`config.mk`:
```
export PLATFORM = sky130hd
export DESIGN_NAME = tmpc_timer
export DESIGN_NICKNAME = d
export VERILOG_FILES = /design/src/tmpc_pkg.sv /design/src/tmpc_timer.sv
export SDC_FILE = /design/constraint.sdc
export NUM_CORES = 1
export LEC_CHECK = 0
export CORE_MARGIN = 5
export CORE_UTILIZATION = 61
export DETAILED_ROUTE_END_ITERATION = 16
export DONT_BUFFER_PORTS = 1
export PLACE_DENSITY = 0.77
export SLEW_MARGIN = 40
export SYNTH_ARGS = -nofsm -noshare
export SYNTH_HDL_FRONTEND = slang
export SYNTH_SLANG_ARGS = --single-unit
```
`constraint.sdc`:
```
create_clock -name sys_clk -period 14 [get_ports sys_clk]
set_input_delay 0.7 -clock sys_clk [delete_from_list [all_inputs] [get_ports sys_clk]]
set_output_delay 0.7 -clock sys_clk [all_outputs]
set_load 0.02 [all_outputs]
```
`src/tmpc_pkg.sv`:
```
package tmpc_pkg;
  // Channel layout
  localparam int NUM_CH    = 5;
  localparam int CNT_W     = 16;
  localparam int CH_PHASE  = 2;
  localparam int CH_CMB_LO = 3;
  localparam int NUM_BUF   = 4;
  localparam int DIV_W     = 3;

  // Register byte offsets
  localparam logic [7:0] OFF_MODE     = 8'h00;
  localparam logic [7:0] OFF_FUNC     = 8'h04;
  localparam logic [7:0] OFF_OMEN     = 8'h08;
  localparam logic [7:0] OFF_START    = 8'h0C;
  localparam logic [7:0] OFF_SYNC     = 8'h10;
  localparam logic [7:0] OFF_CTRL     = 8'h14;
  localparam logic [7:0] OFF_IRQ_STAT = 8'h18;
  localparam logic [7:0] OFF_IRQ_CLR  = 8'h1C;
  localparam logic [7:0] OFF_IRQ_EN   = 8'h20;
  // Channel n page at 0x40 + n*0x10, buffer page at 0x90
  localparam logic [3:0] PAGE_CH_LO   = 4'h4;
  localparam logic [3:0] PAGE_CH_HI   = 4'h8;
  localparam logic [3:0] PAGE_BUF     = 4'h9;
  localparam logic [1:0] SEL_CNT      = 2'h0;
  localparam logic [1:0] SEL_CMPA     = 2'h1;
  localparam logic [1:0] SEL_CMPB     = 2'h2;

  // Reset values and bits that always read as one
  localparam logic [7:0]  MODE_RST   = 8'h80;
  localparam logic [7:0]  MODE_FIXED = 8'h80;
  localparam logic [7:0]  FUNC_RST   = 8'hC0;
  localparam logic [7:0]  FUNC_FIXED = 8'hC0;
  localparam logic [7:0]  OMEN_RST   = 8'hFF;
  localparam logic [7:0]  OMEN_FIXED = 8'hC0;
  localparam logic [15:0] CNT_RST    = 16'h0000;
  localparam logic [15:0] CNT_MAX    = 16'hFFFF;
  localparam logic [15:0] CMP_RST    = 16'hFFFF;

  // Field positions
  localparam int MODE_PHASE_BIT = 6;
  localparam int MODE_FLAG_DIRECTION_BIT  = 5;
  localparam int FUNC_CMD_LSB   = 4;
  localparam logic [1:0] CMD_COMPL = 2'h2;
  localparam logic [1:0] CMD_RSYNC = 2'h3;
  localparam int OMEN_EA3_BIT   = 0;
  localparam int OMEN_EA4_BIT   = 1;
  localparam int CTRL_W         = 9;
  localparam int CTRL_PSC_LSB   = 0;
  localparam int CTRL_CLRB_LSB  = 2;
  localparam int CTRL_CAP_LSB   = 7;
  localparam logic [1:0] PSC_DIV1 = 2'h0;
  localparam logic [1:0] PSC_DIV2 = 2'h1;
  localparam logic [1:0] PSC_DIV4 = 2'h2;
  localparam int IRQ_W          = 10;
  localparam int IRQ_OVF_LSB    = 0;
  localparam int IRQ_CMPA_LSB   = 5;
endpackage

```
`src/tmpc_timer.sv`:
```
`timescale 1ns/10ps
// What this block does
// [RQ1] Mode register resets to 0x80 on reset or standby; bit 7 reads one.
// [RQ2] Phase select bit 6 makes channel 2 an up/down counter on quadrature pins.
// [RQ3] Both edges of both quadrature inputs count, direction from the other input.
// [RQ4] Phase counting overrides the channel 2 prescaler selection.
// [RQ5] Channel 2 clear, compare, interrupt and flags keep working in phase mode.
// [RQ6] Flag direction 0: overflow flag on overflow or underflow; 1: overflow only.
// [RQ7] PWM select bit makes the A pin high on compare A, low on compare B.
// [RQ8] Complementary or reset-synchronised mode ignores PWM select of channels 3, 4.
// [RQ9] Function register resets to 0xC0 on reset or standby; bits 7, 6 read one.
// [RQ10] Combination field: 00/01 normal, 10 complementary, 11 reset-synchronised PWM.
// [RQ11] Software stops the counters before entering a combined PWM mode.
// [RQ12] Sync bits of channels 3 and 4 stay in force in combined modes.
// [RQ13] Software never sets both sync bits 3 and 4 in complementary mode.
// [RQ14] Buffer bits 3..0 buffer compare B4, A4, B3, A3; reset unbuffered.
// [RQ15] Output master enable resets to 0xFF on reset or standby; bits 7, 6 read one.
// [RQ16] Synchronised channels are preset and cleared together; others independently.
// [RQ17] Buffered compare loads from buffer on match; capture pushes old value to buffer.
module tmpc_timer (
  input  wire logic        sys_clk,
  input  wire logic        reset,
  input  wire logic        standby,
  input  wire logic [7:0]  avs_address,
  input  wire logic        avs_read,
  input  wire logic        avs_write,
  input  wire logic [31:0] avs_writedata,
  input  wire logic [3:0]  avs_byteenable,
  output logic      [31:0] avs_readdata,
  output logic             avs_waitrequest,
  input  wire logic        quadratureInA,
  input  wire logic        quadratureInB,
  input  wire logic [1:0]  captureIn,
  output logic      [4:0]  pwmPin,
  output logic      [4:0]  pwmOe,
  output logic             irq
);
  localparam int NCH = tmpc_pkg::NUM_CH;

  // Merge the low two byte lanes of write data over an old value
  function automatic logic [15:0] laneMerge(input logic [15:0] old, input logic [3:0] be,
                                            input logic [31:0] wd);
    laneMerge = {be[1] ? wd[15:8] : old[15:8], be[0] ? wd[7:0] : old[7:0]};
  endfunction

  logic                waitQ, waitD;
  logic [31:0]         rdataQ, rdataD;
  logic [7:0]          modeQ, modeD, funcQ, funcD, omenQ, omenD;
  logic [NCH-1:0]      startQ, startD, syncQ, syncD;
  logic [8:0]          ctrlQ, ctrlD;
  logic [9:0]          irqEnQ, irqEnD, irqStatQ, irqStatD;
  logic                irqQ, irqD;
  logic [15:0]         cntQ [NCH], cntD [NCH];
  logic [15:0]         cmpAQ [NCH], cmpAD [NCH], cmpBQ [NCH], cmpBD [NCH];
  logic [15:0]         bufQ [4], bufD [4];
  logic [NCH-1:0]      pwmStQ, pwmStD, pinQ, pinD, oeQ, oeD;
  logic [2:0]          divQ, divD;
  logic [1:0]          quadS1Q, quadS2Q, quadPrevQ;
  logic [1:0]          capS1Q, capS2Q, capPrevQ;

  // Bus decode; a request is answered one cycle after it is seen
  logic                wrAck;
  logic                chHit, bufHit;
  logic [2:0]          addrCh;
  logic [1:0]          addrSel;
  logic [15:0]         wrVal;
  assign wrAck   = avs_write & ~waitQ;
  assign addrSel = avs_address[3:2];
  assign addrCh  = 3'(avs_address[7:4] - tmpc_pkg::PAGE_CH_LO);
  assign chHit   = (avs_address[7:4] >= tmpc_pkg::PAGE_CH_LO)
                 && (avs_address[7:4] <= tmpc_pkg::PAGE_CH_HI) && (addrSel != 2'h3);
  assign bufHit  = avs_address[7:4] == tmpc_pkg::PAGE_BUF;

  // Mode decode
  logic                phaseMode, flag_direction, complMode, rsyncMode, cmbMode;
  assign phaseMode = modeQ[tmpc_pkg::MODE_PHASE_BIT];
  assign flag_direction      = modeQ[tmpc_pkg::MODE_FLAG_DIRECTION_BIT];
  assign complMode = funcQ[tmpc_pkg::FUNC_CMD_LSB +: 2] == tmpc_pkg::CMD_COMPL; // [RQ10]
  assign rsyncMode = funcQ[tmpc_pkg::FUNC_CMD_LSB +: 2] == tmpc_pkg::CMD_RSYNC; // [RQ10]
  assign cmbMode   = complMode | rsyncMode;

  // Prescaler tick from a free divider
  logic                psTick;
  always_comb begin
    unique case (ctrlQ[tmpc_pkg::CTRL_PSC_LSB +: 2])
      tmpc_pkg::PSC_DIV1: psTick = 1'b1;
      tmpc_pkg::PSC_DIV2: psTick = divQ[0];
      tmpc_pkg::PSC_DIV4: psTick = &divQ[1:0];
      default:            psTick = &divQ;
    endcase
  end

  // Quadrature edges, read only from second synchroniser stage onward
  logic qa, qb, aRise, aFall, bRise, bFall, quadUp, quadDown;
  assign qa       = quadS2Q[0];
  assign qb       = quadS2Q[1];
  assign aRise    = qa & ~quadPrevQ[0];
  assign aFall    = ~qa & quadPrevQ[0];
  assign bRise    = qb & ~quadPrevQ[1];
  assign bFall    = ~qb & quadPrevQ[1];
  // Opposite phase order counts down; simultaneous edges are ambiguous and skipped
  assign quadDown = (aRise & ~qb) | (bRise & qa) | (aFall & qb) | (bFall & ~qa); // [RQ3]
  assign quadUp   = (aRise & qb) | (bRise & ~qa) | (aFall & ~qb) | (bFall & qa); // [RQ3]

  logic [1:0] capEvt;
  assign capEvt = capS2Q & ~capPrevQ & ctrlQ[tmpc_pkg::CTRL_CAP_LSB +: 2];

  // Per-channel count tick, direction, matches and clear requests
  logic [NCH-1:0] tick, up, matchA, matchB, clrReq, ovf, unf, chClear;
  genvar g;
  generate
    for (g = 0; g < NCH; g++) begin : g_ch
      if (g == tmpc_pkg::CH_PHASE) begin : g_phase
        assign up[g]   = ~(phaseMode & ~quadUp);                               // [RQ2]
        assign tick[g] = startQ[g] & (phaseMode ? (quadUp ^ quadDown) : psTick); // [RQ4]
      end else begin : g_plain
        assign up[g]   = 1'b1;
        assign tick[g] = startQ[g] & psTick;
      end
      assign matchA[g] = tick[g] & (cntQ[g] == cmpAQ[g]);
      assign matchB[g] = tick[g] & (cntQ[g] == cmpBQ[g]);
      assign ovf[g]    = tick[g] & up[g] & (cntQ[g] == tmpc_pkg::CNT_MAX);
      assign unf[g]    = tick[g] & ~up[g] & (cntQ[g] == tmpc_pkg::CNT_RST);
      // Clear on B match is still honoured in phase mode
      assign clrReq[g] = matchB[g] & (ctrlQ[tmpc_pkg::CTRL_CLRB_LSB + g] // [RQ5]
                       | ((g == tmpc_pkg::CH_CMB_LO) & rsyncMode));
      assign chClear[g] = clrReq[g] | (syncQ[g] & |(clrReq & syncQ)); // [RQ16] [RQ12]
    end
  endgenerate

  // Bus handshake, readback and control registers
  always_comb begin
    waitD  = ~((avs_read | avs_write) & waitQ);
    rdataD = rdataQ;
    modeD  = modeQ;
    funcD  = funcQ;
    omenD  = omenQ;
    startD = startQ;
    syncD  = syncQ;
    ctrlD  = ctrlQ;
    irqEnD = irqEnQ;
    if (avs_read && waitQ) begin
      rdataD = 32'h0000_0000;
      if (chHit) begin
        unique case (addrSel)
          tmpc_pkg::SEL_CNT:  rdataD[15:0] = cntQ[addrCh];
          tmpc_pkg::SEL_CMPA: rdataD[15:0] = cmpAQ[addrCh];
          default:            rdataD[15:0] = cmpBQ[addrCh];
        endcase
      end else if (bufHit) begin
        rdataD[15:0] = bufQ[addrSel];
      end else begin
        unique case (avs_address)
          tmpc_pkg::OFF_MODE:     rdataD[7:0] = modeQ;
          tmpc_pkg::OFF_FUNC:     rdataD[7:0] = funcQ;
          tmpc_pkg::OFF_OMEN:     rdataD[7:0] = omenQ;
          tmpc_pkg::OFF_START:    rdataD[NCH-1:0] = startQ;
          tmpc_pkg::OFF_SYNC:     rdataD[NCH-1:0] = syncQ;
          tmpc_pkg::OFF_CTRL:     rdataD[8:0] = ctrlQ;
          tmpc_pkg::OFF_IRQ_STAT: rdataD[9:0] = irqStatQ;
          tmpc_pkg::OFF_IRQ_EN:   rdataD[9:0] = irqEnQ;
          default:                rdataD = 32'h0000_0000;
        endcase
      end
    end
    if (wrAck && avs_byteenable[0]) begin
      unique case (avs_address)
        tmpc_pkg::OFF_MODE:  modeD  = avs_writedata[7:0] | tmpc_pkg::MODE_FIXED;  // [RQ1]
        tmpc_pkg::OFF_FUNC:  funcD  = avs_writedata[7:0] | tmpc_pkg::FUNC_FIXED;  // [RQ9]
        tmpc_pkg::OFF_OMEN:  omenD  = avs_writedata[7:0] | tmpc_pkg::OMEN_FIXED;  // [RQ15]
        tmpc_pkg::OFF_START: startD = avs_writedata[NCH-1:0];
        tmpc_pkg::OFF_SYNC:  syncD  = avs_writedata[NCH-1:0];
        default:             modeD  = modeQ;
      endcase
    end
    if (wrAck && avs_address == tmpc_pkg::OFF_CTRL) begin
      ctrlD = 9'(laneMerge({7'h00, ctrlQ}, avs_byteenable, avs_writedata));
    end
    if (wrAck && avs_address == tmpc_pkg::OFF_IRQ_EN) begin
      irqEnD = 10'(laneMerge({6'h00, irqEnQ}, avs_byteenable, avs_writedata));
    end
    // Standby holds the control registers at their reset values
    if (standby) begin
      modeD  = tmpc_pkg::MODE_RST;   // [RQ1]
      funcD  = tmpc_pkg::FUNC_RST;   // [RQ9] [RQ14]
      omenD  = tmpc_pkg::OMEN_RST;   // [RQ15]
      startD = '0;
      syncD  = '0;
      ctrlD  = '0;
      irqEnD = '0;
    end
  end

  always_ff @(posedge sys_clk or posedge reset) begin
    if (reset) begin
      waitQ  <= 1'b1;
      rdataQ <= 32'h0000_0000;
      modeQ  <= tmpc_pkg::MODE_RST;  // [RQ1]
      funcQ  <= tmpc_pkg::FUNC_RST;  // [RQ9] [RQ14]
      omenQ  <= tmpc_pkg::OMEN_RST;  // [RQ15]
      startQ <= '0;
      syncQ  <= '0;
      ctrlQ  <= '0;
      irqEnQ <= '0;
    end else begin
      waitQ  <= waitD;
      rdataQ <= rdataD;
      modeQ  <= modeD;
      funcQ  <= funcD;
      omenQ  <= omenD;
      startQ <= startD;
      syncQ  <= syncD;
      ctrlQ  <= ctrlD;
      irqEnQ <= irqEnD;
    end
  end

  // Counters, compares, buffers, PWM state, pins and interrupt status
  always_comb begin
    divD     = divQ + 3'h1;
    pwmStD   = pwmStQ;
    bufD     = bufQ;
    wrVal    = 16'h0000;
    for (int i = 0; i < NCH; i++) begin
      cntD[i]  = cntQ[i];
      cmpAD[i] = cmpAQ[i];
      cmpBD[i] = cmpBQ[i];
      if (chClear[i]) begin
        cntD[i] = tmpc_pkg::CNT_RST;                                // [RQ16]
      end else if (tick[i]) begin
        cntD[i] = up[i] ? cntQ[i] + 16'h0001 : cntQ[i] - 16'h0001;   // [RQ2]
      end
      // B match wins when both compares hit in one tick
      if (matchB[i]) begin
        pwmStD[i] = 1'b0;                                           // [RQ7]
      end else if (matchA[i]) begin
        pwmStD[i] = 1'b1;                                           // [RQ7]
      end
    end
    // Buffer index 2c+0 is compare A, 2c+1 compare B of channel 3+c
    for (int c = 0; c < 2; c++) begin
      if (capEvt[c]) begin
        cmpAD[tmpc_pkg::CH_CMB_LO + c] = cntQ[tmpc_pkg::CH_CMB_LO + c];
        if (funcQ[2*c]) begin
          bufD[2*c] = cmpAQ[tmpc_pkg::CH_CMB_LO + c];                // [RQ17]
        end
      end else if (funcQ[2*c] && matchA[tmpc_pkg::CH_CMB_LO + c]) begin
        cmpAD[tmpc_pkg::CH_CMB_LO + c] = bufQ[2*c];                  // [RQ14] [RQ17]
      end
      if (funcQ[2*c+1] && matchB[tmpc_pkg::CH_CMB_LO + c]) begin
        cmpBD[tmpc_pkg::CH_CMB_LO + c] = bufQ[2*c+1];                // [RQ14] [RQ17]
      end
    end
    // Bus writes land after counting, capture and reloads, before standby; a synchronised counter write presets all synced
    if (wrAck && chHit) begin
      unique case (addrSel)
        tmpc_pkg::SEL_CNT: begin
          wrVal = laneMerge(cntQ[addrCh], avs_byteenable, avs_writedata);
          for (int i = 0; i < NCH; i++) begin
            if (3'(i) == addrCh || (syncQ[i] && syncQ[addrCh])) begin
              cntD[i] = wrVal;                                      // [RQ16]
            end
          end
        end
        tmpc_pkg::SEL_CMPA: cmpAD[addrCh] = laneMerge(cmpAQ[addrCh], avs_byteenable,
                                                      avs_writedata);
        default:            cmpBD[addrCh] = laneMerge(cmpBQ[addrCh], avs_byteenable,
                                                      avs_writedata);
      endcase
    end
    if (wrAck && bufHit) begin
      bufD[addrSel] = laneMerge(bufQ[addrSel], avs_byteenable, avs_writedata);
    end
    // Pin drive: PWM select per channel, combined modes take channels 3 and 4
    for (int i = 0; i < NCH; i++) begin
      pinD[i] = pwmStQ[i];
      oeD[i]  = modeQ[i];                                            // [RQ7]
    end
    if (cmbMode) begin
      oeD[tmpc_pkg::CH_CMB_LO]     = 1'b1;                           // [RQ8]
      oeD[tmpc_pkg::CH_CMB_LO + 1] = 1'b1;                           // [RQ8]
      if (complMode) begin
        pinD[tmpc_pkg::CH_CMB_LO + 1] = ~pwmStQ[tmpc_pkg::CH_CMB_LO]; // [RQ10]
      end
    end
    oeD[tmpc_pkg::CH_CMB_LO]     = oeD[tmpc_pkg::CH_CMB_LO] & omenQ[tmpc_pkg::OMEN_EA3_BIT];
    oeD[tmpc_pkg::CH_CMB_LO + 1] = oeD[tmpc_pkg::CH_CMB_LO + 1]
                                 & omenQ[tmpc_pkg::OMEN_EA4_BIT];
    pinD = pinD & oeD;
    // Sticky status: a set in the clearing cycle survives
    irqStatD = irqStatQ;
    if (wrAck && avs_address == tmpc_pkg::OFF_IRQ_CLR) begin
      irqStatD = irqStatQ & ~10'(laneMerge(16'h0000, avs_byteenable, avs_writedata));
    end
    irqStatD[tmpc_pkg::IRQ_OVF_LSB +: NCH] = irqStatD[tmpc_pkg::IRQ_OVF_LSB +: NCH]
                                           | ovf | (unf & {NCH{~flag_direction}});  // [RQ6] [RQ5]
    irqStatD[tmpc_pkg::IRQ_CMPA_LSB +: NCH] = irqStatD[tmpc_pkg::IRQ_CMPA_LSB +: NCH]
                                            | matchA;                     // [RQ5]
    if (standby) begin
      for (int i = 0; i < NCH; i++) begin
        cntD[i]  = tmpc_pkg::CNT_RST;
        cmpAD[i] = tmpc_pkg::CMP_RST;
        cmpBD[i] = tmpc_pkg::CMP_RST;
      end
      for (int b = 0; b < tmpc_pkg::NUM_BUF; b++) begin
        bufD[b] = tmpc_pkg::CMP_RST;
      end
      pwmStD   = '0;
      pinD     = '0;
      oeD      = '0;
      irqStatD = '0;
    end
    irqD = |(irqStatD & irqEnD);
  end

  always_ff @(posedge sys_clk or posedge reset) begin
    if (reset) begin
      divQ     <= '0;
      pwmStQ   <= '0;
      pinQ     <= '0;
      oeQ      <= '0;
      irqStatQ <= '0;
      irqQ     <= 1'b0;
      for (int i = 0; i < NCH; i++) begin
        cntQ[i]  <= tmpc_pkg::CNT_RST;
        cmpAQ[i] <= tmpc_pkg::CMP_RST;
        cmpBQ[i] <= tmpc_pkg::CMP_RST;
      end
      for (int b = 0; b < tmpc_pkg::NUM_BUF; b++) begin
        bufQ[b] <= tmpc_pkg::CMP_RST;
      end
    end else begin
      divQ     <= divD;
      pwmStQ   <= pwmStD;
      pinQ     <= pinD;
      oeQ      <= oeD;
      irqStatQ <= irqStatD;
      irqQ     <= irqD;
      cntQ     <= cntD;
      cmpAQ    <= cmpAD;
      cmpBQ    <= cmpBD;
      bufQ     <= bufD;
    end
  end

  // Pin synchronisers; stage one feeds stage two only
  always_ff @(posedge sys_clk or posedge reset) begin
    if (reset) begin
      quadS1Q   <= '0;
      quadS2Q   <= '0;
      quadPrevQ <= '0;
      capS1Q    <= '0;
      capS2Q    <= '0;
      capPrevQ  <= '0;
    end else begin
      quadS1Q   <= {quadratureInB, quadratureInA};
      quadS2Q   <= quadS1Q;
      quadPrevQ <= quadS2Q;
      capS1Q    <= captureIn;
      capS2Q    <= capS1Q;
      capPrevQ  <= capS2Q;
    end
  end

  assign avs_readdata    = rdataQ;
  assign avs_waitrequest = waitQ;
  assign pwmPin          = pinQ;
  assign pwmOe           = oeQ;
  assign irq             = irqQ;
endmodule // tmpc_timer

```
==> run_results.csv <==
group,metric,value,unit
worst_setup_path,end_kind,"flip-flop",
die,io_pins,97,
placed_design,hpwl,78220,microns
logic_synthesis,syn_inst,2700,
global_routing,grt_usage,0.4633,
worst_setup_path,reg2reg_setup_slack,10.27,ns
timing,fin_hold_ws,0.01381,ns
global_routing,grt_start_max_net_pins,250,
worst_setup_path,cp.arrival,4.17,ns
worst_setup_path,reg2reg_from,"cntQ[50]",
timing,slew_violations,0,
clock_tree,clk_path_buf_depth,3,
timing,finClkSkew,0.01745,ns
worst_setup_path,crit_fanout,14,
clock_tree,cts_hold_buf,0,
route,drtIter0Drc,4008,
min_path,hold_class,"in -> async",
global_routing,antenna_found_initial,4,
clock_tree,cts_max_level,2,
run_status,outcome,"finished clean",
clock_tree,tritoncts,"done",
worst_setup_path,r2r-end,"cntQ[17]",
die,fp.dieW,213.2,microns
route,routedWlPerCell,34.26,microns
clock_tree,clock-root-buffer,"clkbuf_16",
worst_setup_path,required,14.44,ns
layout,drive_above_1_share,0.1878,
layout,synthToLayoutAreaGrowth,6.650,%
timing,finalSetupTns,0,ns
route,vias,22860,
clock_tree,post_cts_buffers,0,
route,drc,0,
timing,post-route-min-period,3.728,ns
logic_synthesis,yosys-top-cells-area,"dfstp_2, dfrtp_1, xor2_1",
timing,finalHoldViolCount,0,
logic_synthesis,synth_edf_count,0,
worst_setup_path,start_kind,"flip-flop",
global_routing,grt_pass1_vias,21430,
worst_setup_path,rr_worst_depth,7,
power,power.total,2.800,mW
clock_tree,clock-sinks,410,
logic_synthesis,syn_area,25190,sq um
placed_design,place_congestion,1.133,
die,initial_utilization,0.6170,
logic_synthesis,synth_top_area_frac,0.2409,
timing,max-slew-margin-rel,0.3454,
clock_tree,post_cts_resized,0,
timing,setup_viol,0,
logic_synthesis,synthMostInstantiatedCell,"nand2_1",
timing,max_freq,268.2,MHz
logic_synthesis,yosys_most_used_dff,"dfstp_2",
global_routing,grt_pass1_wl,152200,microns
clock_tree,clkLatencyLatePin,0.62,ns
logic_synthesis,synth_seq_cells,410,
timing,grt_setup_unrepaired,"no",
placed_design,dpl.cell_count,3033,
flow_run,cap_violations,0,
layout,fin_nets,2610,
layout,layoutNonFillerInstCount,3123,
global_routing,overflow,0,
clock_tree,cts_made_buffers,47,
logic_synthesis,yosys.area.top_type,"dfstp_2",
timing,fin_crit_sh,0.2663,
clock_tree,clkTransAtPathRegs,0.06,ns
power,power.leakage,10.34,nW
route,drtAntennaViolNets,0,
placed_design,placement.io_buffers,0,
die,core-area,40830,sq um
die,die_y,213.2,microns
logic_synthesis,ys_async_sr_fraction,1.000,
logic_synthesis,synth_common_cells,"nand2_1, nor2_1, dfstp_2",
die,placementRows,74,
logic_synthesis,avgSynthCellArea,9.331,sq um
logic_synthesis,synth.distinct_cells,76,
logic_synthesis,ys_warn_count,0,
power,ir_drop,0.09812,mV
route,avgViaCountPerCell,7.318,
logic_synthesis,yosysSeqAreaShare,0.4187,
route,drtPass1Iterations,7,
route,drt-total-wl,107000,microns
die,fp.dieArea,45470,sq um
worst_setup_path,path_class,"reg -> reg",
layout,postLayoutCoreUtil,0.6581,
power,power.density,104.2,nW/um^2
timing,worst_pin_slew,0.9783,ns
## final cells by class
type,count,area [sq um]
antenna,3,7.507
clock buffer,75,1404
clock inverter,12,141.4
fill,3300,13960
inverter,28,117.6
multi-input combinational,2024,13650
sequential,410,10550
tap,532,665.6
timing repair buffer,39,336.6
## how the worst max path moves through the flow
stage	slack [ns]	to	depth (start not counted)	from
2_1_floorplan	2.27	avs_readdata[0]	1	reset
3_3_place_gp	10.01	cmpBQ[22]	8	avs_address[5]
3_5_place_dp	10.31	cmpBQ[2]	8	avs_address[5]
4_1_cts	10.47	cntQ[17]	7	cntQ[50]
5_1_grt	10.29	cntQ[17]	7	cntQ[50]
6_report	10.27	cntQ[17]	7	cntQ[50]
## metal layers
layer  part of all wire  track usage  vias up  wire [microns]
met2               0.40       0.6402     1900           43270
li1                   -            -     9280               -
met3               0.16       0.2032      504           16920
met5            0.00024            0        -              26
met1               0.35       0.5909    11170           37080
met4              0.091       0.3020        4            9700
## kinds of logic after synthesis
| group | share of synthesized area |
|---|---|
| simple gates | 0.1769 |
| buf+inv | 0.04609 |
| xor+xnor | 0.08239 |
| other cells | 0.0001488 |
| fa+ha+maj | 0.003476 |
| compound gates | 0.1675 |
| flops | 0.4187 |
| mux | 0.1048 |
## stage by stage
step,setup slack [ns],cell area [sq um]
final,10.27,26870
after global routing,10.29,26860
after CTS,10.47,26830
after detailed placement,10.31,25280
after global placement,10.01,25180
after floorplan,2.274,25250
## power breakdown
group          total (mW)  switching (mW)  leakage, nW  internal (mW)
combinational       0.248           0.172         4.75         0.0760
sequential           1.29          0.0670         4.83           1.22
clock                1.27           0.527        0.757          0.741
total                2.80           0.766         10.3           2.03
## placed cells by master, fill, tap and decap left out, types with 9 or more instances in the layout
master     count
buf_4         34
dfstp_2      231
o22ai_1       82
inv_1         27
clkbuf_16     49
nand2_1      325
nand2b_1      44
a22o_1        37
conb_1        16
xnor2_1       70
a211o_1       46
or3_1         15
dfrtp_1      179
nor2b_1       18
xor2_1       167
nand3b_1      11
mux4_2        60
and3_1        33
nor3_1        30
o21ai_0      144
o22ai_2       10
nor4_1        41
clkbuf_1      18
a21o_1        53
mux2i_1      103
nand3_1       62
o21ai_1       15
a21oi_1      101
nand4_1       37
a31oi_1       18
or2_2         18
and4_1         9
and2_1        16
nor2_1       243
a22oi_1       22
mux2_2        23
## worst max-delay path, stage by stage (launching register included)
cell      delay [ns]
dfrtp_1         0.59
xor2_1          0.25
nor4_1          0.39
nand4_1         0.51
o32ai_1         0.50
or3_1           0.37
a2111o_1        0.69
o22ai_1         0.22
## flip-flops by register name, indices dropped and copies added, names as in the netlist, 6 cells and up
signal and cells:
bufQ 64, avs_readdata 16, ctrlQ 9, funcQ 6, cmpBQ 80, irqEnQ 10
modeQ 7, irqStatQ 10, omenQ 6, cmpAQ 80, cntQ 80
Power figures use the tool's default switching activity.
